===== src/afpi_pkg.sv =====
package afpi_pkg;

	// Line rate selected by the link configuration
	typedef enum logic [3:0] {
		AFPI_RATE_0614,
		AFPI_RATE_1228,
		AFPI_RATE_2457,
		AFPI_RATE_3072,
		AFPI_RATE_4915,
		AFPI_RATE_6144,
		AFPI_RATE_8110,
		AFPI_RATE_9830,
		AFPI_RATE_10137
	} afpi_rate_t;

	// Last word index of a basic frame per line rate
	localparam logic [6:0] AFPI_SEQ_MAX_0614 = 7'h03;
	localparam logic [6:0] AFPI_SEQ_MAX_1228 = 7'h07;
	localparam logic [6:0] AFPI_SEQ_MAX_2457 = 7'h0f;
	localparam logic [6:0] AFPI_SEQ_MAX_3072 = 7'h13;
	localparam logic [6:0] AFPI_SEQ_MAX_4915 = 7'h1f;
	localparam logic [6:0] AFPI_SEQ_MAX_6144 = 7'h27;
	localparam logic [6:0] AFPI_SEQ_MAX_8110 = 7'h3f;
	localparam logic [6:0] AFPI_SEQ_MAX_9830 = 7'h3f;
	localparam logic [6:0] AFPI_SEQ_MAX_10137 = 7'h4f;

	localparam logic [7:0] AFPI_X_MAX = 8'hff;
	localparam logic [7:0] AFPI_Z_MAX = 8'h95;

	// Values after reset
	localparam logic [6:0] AFPI_SEQ_RST = 7'h00;
	localparam logic [7:0] AFPI_X_RST = 8'h00;
	localparam logic [7:0] AFPI_Z_RST = 8'h00;
	localparam logic [3:0] AFPI_ERR_RST = 4'h0;

	// Cycles from a transmit word index to its data word
	localparam int AFPI_WR_LAT = 1;
	localparam int AFPI_FIFO_DEPTH = 4;

	typedef struct packed {
		logic [31:0] data;
		logic [3:0] ctrl;
		logic [7:0] x;
		logic [6:0] seq;
		logic [7:0] z;
		logic hfp;
	} afpi_rx_word_t;

	localparam int AFPI_RX_W = $bits(afpi_rx_word_t);

	function automatic logic [6:0] afpi_seq_max(input afpi_rate_t r);
		case (r)
			AFPI_RATE_0614: afpi_seq_max = AFPI_SEQ_MAX_0614;
			AFPI_RATE_1228: afpi_seq_max = AFPI_SEQ_MAX_1228;
			AFPI_RATE_2457: afpi_seq_max = AFPI_SEQ_MAX_2457;
			AFPI_RATE_3072: afpi_seq_max = AFPI_SEQ_MAX_3072;
			AFPI_RATE_4915: afpi_seq_max = AFPI_SEQ_MAX_4915;
			AFPI_RATE_6144: afpi_seq_max = AFPI_SEQ_MAX_6144;
			AFPI_RATE_8110: afpi_seq_max = AFPI_SEQ_MAX_8110;
			AFPI_RATE_9830: afpi_seq_max = AFPI_SEQ_MAX_9830;
			AFPI_RATE_10137: afpi_seq_max = AFPI_SEQ_MAX_10137;
			default: afpi_seq_max = AFPI_SEQ_MAX_0614;
		endcase
	endfunction

	// Control word fills the first (words per frame / 4) bytes of a frame
	function automatic logic [3:0] afpi_ctrl_map(input logic [6:0] seq,
			input logic [6:0] smax);
		logic [8:0] nbytes;
		logic [8:0] pos;
		nbytes = 9'({2'b00, smax} + 9'h001) >> 2;
		for (int lane = 0; lane < 4; lane++) begin
			pos = {seq, 2'b00} + 9'(3 - lane);
			afpi_ctrl_map[lane] = pos < nbytes;
		end
	endfunction

endpackage


===== src/afpi_fifo.sv =====
`timescale 1ns/1ps
module afpi_fifo #(
	parameter int W = 8,
	parameter int DEPTH = 4
) (
	input wire logic i_clk,
	input wire logic i_rst_b,
	input wire logic i_valid,
	output logic o_ready,
	input wire logic [W-1:0] i_data,
	output logic o_valid,
	input wire logic i_ready,
	output logic [W-1:0] o_data
);
	localparam int AW = $clog2(DEPTH);

	logic [W-1:0] mem [DEPTH];
	logic [AW-1:0] wr_ptr;
	logic [AW-1:0] rd_ptr;
	logic [AW:0] count;
	wire push = i_valid && o_ready;
	wire pop = o_valid && i_ready;

	assign o_ready = count != (AW+1)'(DEPTH);
	assign o_valid = count != '0;
	assign o_data = mem[rd_ptr];

	always_ff @(posedge i_clk) begin
		if (push) begin
			mem[wr_ptr] <= i_data;
		end
	end

	always_ff @(posedge i_clk or negedge i_rst_b) begin
		if (!i_rst_b) begin
			wr_ptr <= '0;
			rd_ptr <= '0;
			count <= '0;
		end else begin
			if (push) begin
				wr_ptr <= (wr_ptr == AW'(DEPTH - 1)) ? '0 : wr_ptr + 1'b1;
			end
			if (pop) begin
				rd_ptr <= (rd_ptr == AW'(DEPTH - 1)) ? '0 : rd_ptr + 1'b1;
			end
			count <= count + (AW+1)'(push) - (AW+1)'(pop);
		end
	end
endmodule // afpi_fifo


===== src/afpi_top.sv =====
`timescale 1ns/1ps
// Notes on behaviour
// RULE1: Receive basic frame index is 8 bits and counts 0 to 255.
// RULE2: Receive word index is 7 bits, one 32-bit word of the frame.
// RULE3: At the three lowest rates the word index wraps after 3, 7, 15.
// RULE4: At 3.072, 4.9152, 6.144 Gbps it wraps after 19, 31, 39.
// RULE5: At 8.11008 and 9.8304 it wraps after 63; at 10.1376 after 79.
// RULE6: Received words carry the earliest line byte in bits 31 to 24.
// RULE7: Four control flags mark byte lanes holding control word bytes.
// RULE8: Rising edge of transmit frame sync restarts transmit framing.
// RULE9: Transmit error flags one cycle after unmasked bytes hit control.
// RULE10: One transmit pulse marks the start of every radio frame.
// RULE11: All interface signals live on the single link output clock.
// RULE12: Receive hyperframe number runs 0 to 149.
// RULE13: Receive hyperframe start pulse marks its first word.
// RULE14: User places transmit data one cycle after its word index.
// RULE15: Word index steps per word, carrying into frame then hyperframe.
module afpi_top (
	input wire logic i_clk,
	input wire logic i_rst_b,
	input wire afpi_pkg::afpi_rate_t i_rate,
	input wire logic i_rx_valid,
	output logic o_rx_ready,
	input wire logic [31:0] i_rx_word,
	output logic o_rx_valid,
	input wire logic i_rx_take,
	output afpi_pkg::afpi_rx_word_t o_rx,
	input wire logic i_tx_sync_rfp,
	input wire logic [3:0] i_tx_mask,
	output logic [6:0] o_tx_seq,
	output logic [7:0] o_tx_x,
	output logic o_tx_rfp,
	output logic [3:0] o_tx_err
);
	import afpi_pkg::*;

	// Every port is on i_clk, so no synchronisers are needed
	// (RULE11)

	// Rate decode; unused codes fall back to the slowest rate
	wire rate_1228 = i_rate == AFPI_RATE_1228;
	wire rate_2457 = i_rate == AFPI_RATE_2457;
	wire rate_3072 = i_rate == AFPI_RATE_3072;
	wire rate_4915 = i_rate == AFPI_RATE_4915;
	wire rate_6144 = i_rate == AFPI_RATE_6144;
	wire rate_8110 = i_rate == AFPI_RATE_8110;
	wire rate_9830 = i_rate == AFPI_RATE_9830;
	wire rate_10137 = i_rate == AFPI_RATE_10137;

	// Last word index of a basic frame at the selected rate
	wire [6:0] seq_max =
		rate_1228 ? AFPI_SEQ_MAX_1228 :
		rate_2457 ? AFPI_SEQ_MAX_2457 :
		rate_3072 ? AFPI_SEQ_MAX_3072 :
		rate_4915 ? AFPI_SEQ_MAX_4915 :
		rate_6144 ? AFPI_SEQ_MAX_6144 :
		rate_8110 ? AFPI_SEQ_MAX_8110 :
		rate_9830 ? AFPI_SEQ_MAX_9830 :
		rate_10137 ? AFPI_SEQ_MAX_10137 :
		AFPI_SEQ_MAX_0614; // RULE3 RULE4 RULE5

	// The control word takes one byte per four words of the frame
	wire [7:0] words_per_bf = {1'b0, seq_max} + 8'h01;
	wire [8:0] ctrl_bytes = {3'b000, words_per_bf[7:2]};

	// Receive position counters
	logic [6:0] rx_seq;
	logic [7:0] rx_x;
	logic [7:0] rx_z;
	wire rx_adv = i_rx_valid && o_rx_ready;
	wire rx_seq_wrap = rx_seq >= seq_max; // RULE3 RULE4 RULE5
	wire rx_x_wrap = rx_x == AFPI_X_MAX; // RULE1
	wire rx_z_wrap = rx_z == AFPI_Z_MAX; // RULE12
	wire [6:0] next_rx_seq = rx_seq_wrap ? AFPI_SEQ_RST : rx_seq + 7'h01;
	wire [7:0] next_rx_x = rx_x_wrap ? AFPI_X_RST : rx_x + 8'h01;
	wire [7:0] next_rx_z = rx_z_wrap ? AFPI_Z_RST : rx_z + 8'h01;

	// Counters move only on accepted words; idle cycles hold position
	wire rx_x_step = rx_adv && rx_seq_wrap;
	wire rx_z_step = rx_x_step && rx_x_wrap;
	wire [3:0] rx_ctrl;

	// Position is carried with the word, so the user sees matching tags
	// even when the fifo is holding words back
	afpi_rx_word_t rx_in;
	assign rx_in.data = i_rx_word; // RULE6
	assign rx_in.ctrl = rx_ctrl; // RULE7
	assign rx_in.x = rx_x; // RULE1
	assign rx_in.seq = rx_seq; // RULE2
	assign rx_in.z = rx_z; // RULE12
	assign rx_in.hfp = (rx_seq == AFPI_SEQ_RST) && (rx_x == AFPI_X_RST); // RULE13

	always_ff @(posedge i_clk or negedge i_rst_b) begin
		if (!i_rst_b) begin
			rx_seq <= AFPI_SEQ_RST;
		end else if (rx_adv) begin
			rx_seq <= next_rx_seq; // RULE15
		end
	end

	// Frame index moves only when the word index wraps
	always_ff @(posedge i_clk or negedge i_rst_b) begin
		if (!i_rst_b) begin
			rx_x <= AFPI_X_RST;
		end else if (rx_x_step) begin
			rx_x <= next_rx_x; // RULE15
		end
	end

	// Hyperframe number moves when the frame index wraps
	always_ff @(posedge i_clk or negedge i_rst_b) begin
		if (!i_rst_b) begin
			rx_z <= AFPI_Z_RST;
		end else if (rx_z_step) begin
			rx_z <= next_rx_z; // RULE15
		end
	end

	// Stalls the deframer when the user stops taking words
	afpi_fifo #(
		.W(AFPI_RX_W),
		.DEPTH(AFPI_FIFO_DEPTH)
	) u_rx_fifo (
		.i_clk(i_clk),
		.i_rst_b(i_rst_b),
		.i_valid(i_rx_valid),
		.o_ready(o_rx_ready),
		.i_data(rx_in),
		.o_valid(o_rx_valid),
		.i_ready(i_rx_take),
		.o_data(o_rx)
	);

	// Transmit framing
	logic sync_prev;
	logic [6:0] tx_seq;
	logic [7:0] tx_x;
	logic [7:0] tx_z;
	wire sync_rise = i_tx_sync_rfp && !sync_prev; // RULE8
	wire tx_seq_wrap = tx_seq >= seq_max;
	wire tx_x_wrap = tx_x == AFPI_X_MAX;
	wire tx_z_wrap = tx_z == AFPI_Z_MAX;
	wire [6:0] next_tx_seq = tx_seq_wrap ? AFPI_SEQ_RST : tx_seq + 7'h01;
	wire [7:0] next_tx_x = tx_seq_wrap ?
		(tx_x_wrap ? AFPI_X_RST : tx_x + 8'h01) : tx_x;
	wire [7:0] next_tx_z = (tx_seq_wrap && tx_x_wrap) ?
		(tx_z_wrap ? AFPI_Z_RST : tx_z + 8'h01) : tx_z;
	wire next_tx_start = (next_tx_seq == AFPI_SEQ_RST) &&
		(next_tx_x == AFPI_X_RST) && (next_tx_z == AFPI_Z_RST);

	// Control bytes at the index shown, waiting for their data word
	logic [3:0] tx_ctrl_pend;
	wire [3:0] tx_ctrl_now;

	// Lane 3 holds the earliest byte, so it sits lowest in the frame
	for (genvar lane = 0; lane < 4; lane++) begin : g_lane
		wire [8:0] rx_pos = {rx_seq, 2'b00} + 9'(3 - lane);
		wire [8:0] tx_pos = {tx_seq, 2'b00} + 9'(3 - lane);
		assign rx_ctrl[lane] = rx_pos < ctrl_bytes; // RULE7
		assign tx_ctrl_now[lane] = tx_pos < ctrl_bytes; // RULE9
	end

	assign o_tx_seq = tx_seq;
	assign o_tx_x = tx_x;

	always_ff @(posedge i_clk or negedge i_rst_b) begin
		if (!i_rst_b) begin
			sync_prev <= 1'b0;
		end else begin
			sync_prev <= i_tx_sync_rfp;
		end
	end

	// A sync edge wins over the free-running count
	wire [6:0] next_tx_seq_ld = sync_rise ? AFPI_SEQ_RST : next_tx_seq;
	wire [7:0] next_tx_x_ld = sync_rise ? AFPI_X_RST : next_tx_x;
	wire [7:0] next_tx_z_ld = sync_rise ? AFPI_Z_RST : next_tx_z;
	wire next_tx_rfp = sync_rise || next_tx_start;

	always_ff @(posedge i_clk or negedge i_rst_b) begin
		if (!i_rst_b) begin
			tx_seq <= AFPI_SEQ_RST;
		end else begin
			tx_seq <= next_tx_seq_ld; // RULE8 RULE15
		end
	end

	always_ff @(posedge i_clk or negedge i_rst_b) begin
		if (!i_rst_b) begin
			tx_x <= AFPI_X_RST;
		end else begin
			tx_x <= next_tx_x_ld; // RULE8 RULE15
		end
	end

	always_ff @(posedge i_clk or negedge i_rst_b) begin
		if (!i_rst_b) begin
			tx_z <= AFPI_Z_RST;
		end else begin
			tx_z <= next_tx_z_ld; // RULE8 RULE15
		end
	end

	// Frame zero starts at reset, so the pulse shows there too
	always_ff @(posedge i_clk or negedge i_rst_b) begin
		if (!i_rst_b) begin
			o_tx_rfp <= 1'b1;
		end else begin
			o_tx_rfp <= next_tx_rfp; // RULE10
		end
	end

	// Data for index n arrives one cycle later; its error one after that
	always_ff @(posedge i_clk or negedge i_rst_b) begin
		if (!i_rst_b) begin
			tx_ctrl_pend <= AFPI_ERR_RST;
			o_tx_err <= AFPI_ERR_RST;
		end else begin
			tx_ctrl_pend <= tx_ctrl_now; // RULE14
			o_tx_err <= tx_ctrl_pend & i_tx_mask; // RULE9
		end
	end
endmodule // afpi_top


===== config.mk =====
export PLATFORM = sky130hd
export DESIGN_NAME = afpi_top
export DESIGN_NICKNAME = d
export VERILOG_FILES = /design/src/afpi_pkg.sv /design/src/afpi_fifo.sv /design/src/afpi_top.sv
export SDC_FILE = /design/constraint.sdc
export NUM_CORES = 1
export LEC_CHECK = 0
export BUFFER_PORTS_ARGS = -buffer_cell sky130_fd_sc_hd__buf_2
export CAP_MARGIN = 20
export CORE_MARGIN = 2
export CORE_UTILIZATION = 50
export DETAILED_ROUTE_END_ITERATION = 10
export GPL_TIMING_DRIVEN = 0
export PLACE_DENSITY = 0.68
export SETUP_SLACK_MARGIN = 0.5
export SLEW_MARGIN = 25
export SYNTH_ARGS = -nofsm -noshare
export SYNTH_HDL_FRONTEND = slang
export SYNTH_SLANG_ARGS = --single-unit

===== constraint.sdc =====
create_clock -name i_clk -period 6.28 [get_ports i_clk]
set_clock_uncertainty 0.05 [all_clocks]
set_input_delay 0.942 -clock i_clk [delete_from_list [all_inputs] [get_ports i_clk]]
set_output_delay 0.942 -clock i_clk [all_outputs]
set_load 0.01 [all_outputs]

### Yosys cells after proc, flatten, opt, wreduce, memory -nomap -nowiden

Memories as Yosys holds them, arrays and structs flattened.
Cells that the tools add are included.

* bits in registers: 63
* RAM bits: 240
* output and inout port bits: 82
* word-level logic and storage cells: 97
* memories kept: 1

Memory list
* u_rx_fifo.mem: depth 4, bits a word 60, rd ports 1, clocked after memory_dff 0, wr ports 1, RTL line afpi_fifo.sv:17 `logic [W-1:0] mem [DEPTH];`

* $add $sub $neg: 17
* order comparisons: 10
* equality and inequality tests: 15
* multiplexer cells: 23
* bitwise gates (word level): 1
* reductions and logical operators: 17

Operators by type and width (number)
* two-way mux 7 bit: 11
* less-than comparator 9 x 6 -> 1 bit: 8
* two-way mux 8 bit: 8
* adder 9 x 2 -> 9 bit, second input constant: 4
* adder 8 x 1 -> 8 bit, second input constant: 4
* == test 8 bit, second input constant: 4
* logical NOT 8 bit: 3
* adder 9 x 1 -> 9 bit, second input constant: 2
* == test 4 x 3 -> 1 bit, second input constant: 4
* adder 7 x 1 -> 7 bit, second input constant: 2
* greater-or-equal comparator 7 bit: 2
* logical NOT 7 bit: 2
* logical AND 1 bit: 9
* adder 7 x 1 -> 8 bit, second input constant: 1
* == test 4 x 2 -> 1 bit, second input constant: 2
* adder 2 x 1 -> 2 bit, second input constant: 2
* bitwise AND 4 bit: 1
* == test 2 bit, second input constant: 2
* == test 4 x 1 -> 1 bit, second input constant: 1
* == test 4 bit, second input constant: 1
* two-way mux 2 bit: 2
* adder 3 x 1 -> 3 bit: 1
* != test 3 bit, second input constant: 1
* nonzero test 3 bit: 1
* 4 further kinds: 5

### Logic depth before layout (Yosys ltp)

* depth in word-level cells: 15
* depth in mapped cells: 15
* gate-level depth less buffers: 14

### Modules after synthesis

A second synthesis with hierarchy kept.

* cell total of the unflattened synthesis: 763
* area total of the unflattened synthesis: 12749.7 µm²

By module, submodules not included
* afpi_fifo: times used 1, cells an instance 357, area each 9135.0 µm², seq. area each 7382.1 µm²
* afpi_top: times used 1, cells an instance 406, area each 3614.7 µm², seq. area each 1402.6 µm²

### Worst setup path after synthesis

No wires, ideal clock.

* path kind: in2reg
* start point: input i_rate[1]
* end point: memory u_rx_fifo.mem[0][25] in the netlist's numbering, data pin
* setup time: 149 ps
* arrival: 3287 ps
* required time: 6081 ps
* path slack: 2794 ps
* stages on the path: 13
* path buffers: 1
* path through: clkbuf_1 -> inv_1 -> a21oi_1 -> o22a_1 -> inv_1 -> ha_1 -> a41oi_1 -> ha_1 -> a21oi_1 -> nor2b_1 -> nor3b_1 -> o21a_1 -> o41a_1

* longest elaborated chain between the ends: 11
* elaborated cells between the ends (all ways): 18

RTL lines
* start: declaration: RTL line afpi_top.sv:21 `input wire afpi_pkg::afpi_rate_t i_rate,`
* == test 4 bit: RTL line afpi_top.sv:48 `wire rate_10137 = i_rate == AFPI_RATE_10137;`
* two-way mux 7 bit: RTL line afpi_top.sv:59 `rate_10137 ? AFPI_SEQ_MAX_10137 :`
* two-way mux 7 bit: RTL line afpi_top.sv:58 `rate_9830 ? AFPI_SEQ_MAX_9830 :`
* two-way mux 7 bit: RTL line afpi_top.sv:57 `rate_8110 ? AFPI_SEQ_MAX_8110 :`
* two-way mux 7 bit: RTL line afpi_top.sv:56 `rate_6144 ? AFPI_SEQ_MAX_6144 :`
* two-way mux 7 bit: RTL line afpi_top.sv:55 `rate_4915 ? AFPI_SEQ_MAX_4915 :`
* two-way mux 7 bit: RTL line afpi_top.sv:54 `rate_3072 ? AFPI_SEQ_MAX_3072 :`
* two-way mux 7 bit: RTL line afpi_top.sv:53 `rate_2457 ? AFPI_SEQ_MAX_2457 :`
* two-way mux 7 bit (*): RTL line afpi_top.sv:52 `rate_1228 ? AFPI_SEQ_MAX_1228 :`
* adder 7 x 1 -> 8 bit (*): RTL line afpi_top.sv:63 `wire [7:0] words_per_bf = {1'b0, seq_max} + 8'h01;`
* less-than comparator 9 x 6 -> 1 bit (*): RTL line afpi_top.sv:159 `assign rx_ctrl[lane] = rx_pos < ctrl_bytes;`
* via rx_ctrl[1]: RTL line afpi_top.sv:81 `wire [3:0] rx_ctrl;`
* end: declaration: RTL line afpi_fifo.sv:17

Mark *: on every way through the listed nets, which the timed path passes. The rest lies on a longest branch.

### Worst setup path after layout

Same ends and word-level chain as after synthesis.

==> run summary <==
The area of the die came out at 0.0268 sq mm. The number of levels the H-tree was split into was 1; the clock latency reported for the late side of the worst-skew pair was 0.55 ns. The peak per-stage delay on the critical path works out to 0.33 ns. Summed over all nets, the half-perimeter wirelength after detailed placement is 15800 um. The number of setup buffers added after CTS is 0. At the worst endpoint, the arrival time is 3.91 ns. Entering global routing, the biggest net connects 43 pins. Number of buffers created by CTS: 31.

Setup repair after global routing left no endpoint under its margin. The share of async-settable or async-resettable flops after synthesis came out at 0.208. The part of the power in registers is 0.438. The switching power of the nets was 1.99 mW. The most critical setup path has its startpoint at i_rate[1]. Number of synthesized register bits: 303.

The number of buffer cells added on primary ports was 124; the power density relative to cell area was 437 mW/mm^2. The number of fill cells is 1944, and the final number of hold-violating endpoints is 0. Cell chosen for the clock root: sky130_fd_sc_hd__clkbuf_16.

The switching power as a share of total power was 0.308. The library cell occupying the most area in the post-synthesis netlist was sky130_fd_sc_hd__edfxtp_1. The most used flip-flop cell after synthesis is sky130_fd_sc_hd__edfxtp_1.

No sink is reached through more buffers than the 3 on the longest clock path. The all-layer global routing usage is 0.181, and the fraction of final layout cells with drive strength greater than 1 is 0.277. The pre-CTS setup slack is 2.17 ns. The final cycle utilization of the critical path came out at 0.573.

Gates resized during post-CTS repair numbered 0. The leakage power was 5.57 nW. The total area inside the core boundary comes to 0.0251 sq mm. The run finished with clean final reports. The logs give 0.690 for the sequential cell area fraction in the yosys report and 0 for the number of buffers inserted for hold repair after clock tree synthesis. The cell-internal power is 4.49 mW, and the shortest clock period the worst path allows after layout is 3.60 ns. Global routing finished with a remaining overflow of 0.

The number of setup violations in the final report is 0, and the area share of the leading cell type in the synthesized netlist is 0.566. The mean post-synth cell area was 16.6 sq um; the number of vias in the routed layout was 7139. For this design, the sink count on the clock tree is 303. The logs give 6.60 ns for the endpoint required time on the critical path and 0.526 for the relative slew slack. In this run the horizontal extent of the chip is 164 um. Path type of the worst setup path: in2reg. The cell area that synthesis handed to floorplanning was 0.0127 sq mm. The area growth from synthesis to final layout was 16.6%. STA classifies the critical path startpoint as an input pin. The run gives 2.68 ns as the worst setup slack after layout.

The run gives 67 as the number of distinct library cells after synthesis. The run gives 0.507 as the starting utilization of the core area. Row generation in the floorplan step produced 58 rows. The routed length per instance is 18.6 um, and the routed wire length is 23900 um.

Library cell contributing the largest single delay on the critical path: sky130_fd_sc_hd__a41oi_1. The tools report the initial antenna violation count as 0. The worst register-to-register path begins at o_tx_seq[6]$_DFF_PN0_. The run gives 0.278 GHz as the maximum clock frequency. IR analysis of the VDD net gives a maximum drop of 0.000224 V. The die span in y is 164 um.

The run gives 768 as the post-synthesis instance total. Clock-pin slew was measured on the worst setup and hold paths at 0.06 ns. The detail route stage leaves a number of antenna-violating nets equal to 0.

The tools report the total inserted antenna cells as 0. For the final routed database, the setup TNS stands at 0 ns. The final number of max-transition violations is 0. The tightest min-delay check is of the in2async type. The first global-routing pass estimated 37900 um of wire. Walking the worst path, the cells encountered are clkbuf_1, inv_1, a21oi_1, o22a_1, inv_1, ha_1, a41oi_1, ha_1, a21oi_1, nor2b_1, nor3b_1, o21a_1, o41a_1. The actual transition at the worst max-transition pin is 0.711 ns. The worst setup path is captured at a flop. Sorting the synthesized cells by area gives the leading types as sky130_fd_sc_hd__edfxtp_1, sky130_fd_sc_hd__dfrtp_1, sky130_fd_sc_hd__mux4_2, sky130_fd_sc_hd__ha_1, sky130_fd_sc_hd__nor2_1. The most frequent cell after synthesis was sky130_fd_sc_hd__edfxtp_1. The tool flagged a number of max-cap violations equal to 0. After detailed routing, the number of vias per cell comes to 5.56.

The number of global-route vias before repair came out at 7131. For this run, the number of Yosys warnings is 0. Counting flops with a built-in enable in the synthesized netlist gives 240. TritonCTS built the clock tree. The logs give 1015 for the number of nets in the finished design and 544 for the violation count after the first detailed-routing iteration. The run gives 4 as the length of the first detailed-routing pass in iterations. In this run the worst path has a maximum fanout of 9. After synthesis, the most frequently instantiated cells are sky130_fd_sc_hd__edfxtp_1, sky130_fd_sc_hd__dfrtp_1, sky130_fd_sc_hd__mux4_2, sky130_fd_sc_hd__nor2_1, sky130_fd_sc_hd__ha_1. The tools report the number of top-level pins as 127. The logs give 0 for the remaining design rule violation count and 3.70 ns for the slack of the worst reg-to-reg path. The tools report the combinational cell fraction of total power as 0.304. The run gives 0.257 as the clock power share. The congestion estimate from routability-driven global placement came to 0.817.
worst paths after layout:
path	endpoint	depth (start not counted)
worst min-delay path	o_tx_err[0]$_DFF_PN0_	1
worst max register to register	o_tx_rfp$_DFF_PN1_	8
worst min register to register	o_tx_err[2]$_DFF_PN0_	1
worst max-delay path	u_rx_fifo.mem[0][25]$_DFFE_PP_	13
max in group asynchronous	o_tx_rfp$_DFF_PN1_	2
min in group i_clk	o_tx_err[2]$_DFF_PN0_	1
worst max-delay path: cells and delay by family:
family          cells  cell delay [ns]
compound gates      6             1.59
fa+ha+maj           2             0.53
buf+inv             3             0.48
simple gates        2             0.38
per-stage QoR:
stage,hold slack (ns),area (sq um),cells,total power [mW],utilization
2_1_floorplan,0.384,12700,769,4.15,-
3_3_place_gp,0.393,13800,1223,4.84,0.548
3_5_place_dp,0.394,13900,1228,4.90,0.554
4_1_cts,0.261,14800,1285,6.58,0.591
5_1_grt,0.278,14800,1285,6.84,0.591
6_report,0.263,14800,1285,6.48,0.591
cells in the final DEF (no fill, tap or decap), drive strengths merged, types with 2 or more instances in the layout:
cell / count
edfxtp: 240
buf: 140
dfrtp: 62
clkbuf: 61
mux4: 60
nor2: 45
ha: 38
inv: 31
o21ai: 29
nand2: 27
a21oi: 26
nand3: 22
nor3: 19
nand4: 13
xnor2: 13
and3: 13
and2: 10
xor2: 9
clkinv: 9
a21o: 7
o31ai: 7
nor4: 7
a31oi: 6
o21a: 5
or3: 5
nor2b: 4
nand3b: 3
mux2: 3
clkinvlp: 3
or2: 3
mux2i: 2
o22a: 2
nor3b: 2
nand2b: 2
o32ai: 2
nand4b: 2
and4: 2
conb: 2
o41ai: 2
area by class of cell:
type / count / area [sq um] / area share
buffer: 29 / 148 / 0.00995
clock buffer: 43 / 831 / 0.0560
clock inverter: 14 / 97.6 / 0.00658
inverter: 30 / 113 / 0.00759
multi-input combinational: 407 / 3720 / 0.251
sequential: 303 / 8780 / 0.592
tap: 330 / 413 / 0.0278
timing repair buffer: 129 / 738 / 0.0497
power by group through the flow:
| stage | combinational [mW] | clock (mW) | sequential (mW) |
|---|---|---|---|
| detailed placement | 2.02 | 0 | 2.88 |
| finish | 1.97 | 1.67 | 2.84 |
| CTS | 2.03 | 1.71 | 2.84 |
| global placement | 1.94 | 0 | 2.90 |
| global route | 2.18 | 1.78 | 2.88 |
| floorplan | 1.30 | 0 | 2.85 |
cell families after synthesis:
kind of cell    Yosys count  synth area share
flops                   303             0.690
simple gates            182            0.0764
mux                      65             0.110
compound gates           97            0.0485
buf+inv                  59            0.0204
xor+xnor                 22            0.0151
other cells               1          0.000294
fa+ha+maj                39            0.0389
registers in the layout, summed over array words and instances, names as in the netlist:
| signal | flops |
|---|---|
| u_rx_fifo.mem | 240 |
| o_tx_x | 8 |
| rx_x | 8 |
| rx_z | 8 |
| tx_z | 8 |
| o_tx_seq | 7 |
| rx_seq | 7 |
| o_tx_err | 4 |
| tx_ctrl_pend | 4 |
| u_rx_fifo.count | 3 |
| u_rx_fifo.rd_ptr | 2 |
| u_rx_fifo.wr_ptr | 2 |
| o_tx_rfp | 1 |
| sync_prev | 1 |
per-layer routing:
metal  vias up  GRT usage  wire [um]
met2       209      0.306      11600
met5         -          0          0
met4         0     0.0447        417
met1      3558      0.242      10300
li1       3334          -          -
met3        38     0.0371       1510
Note: power is estimated with default switching activity, not from simulation.
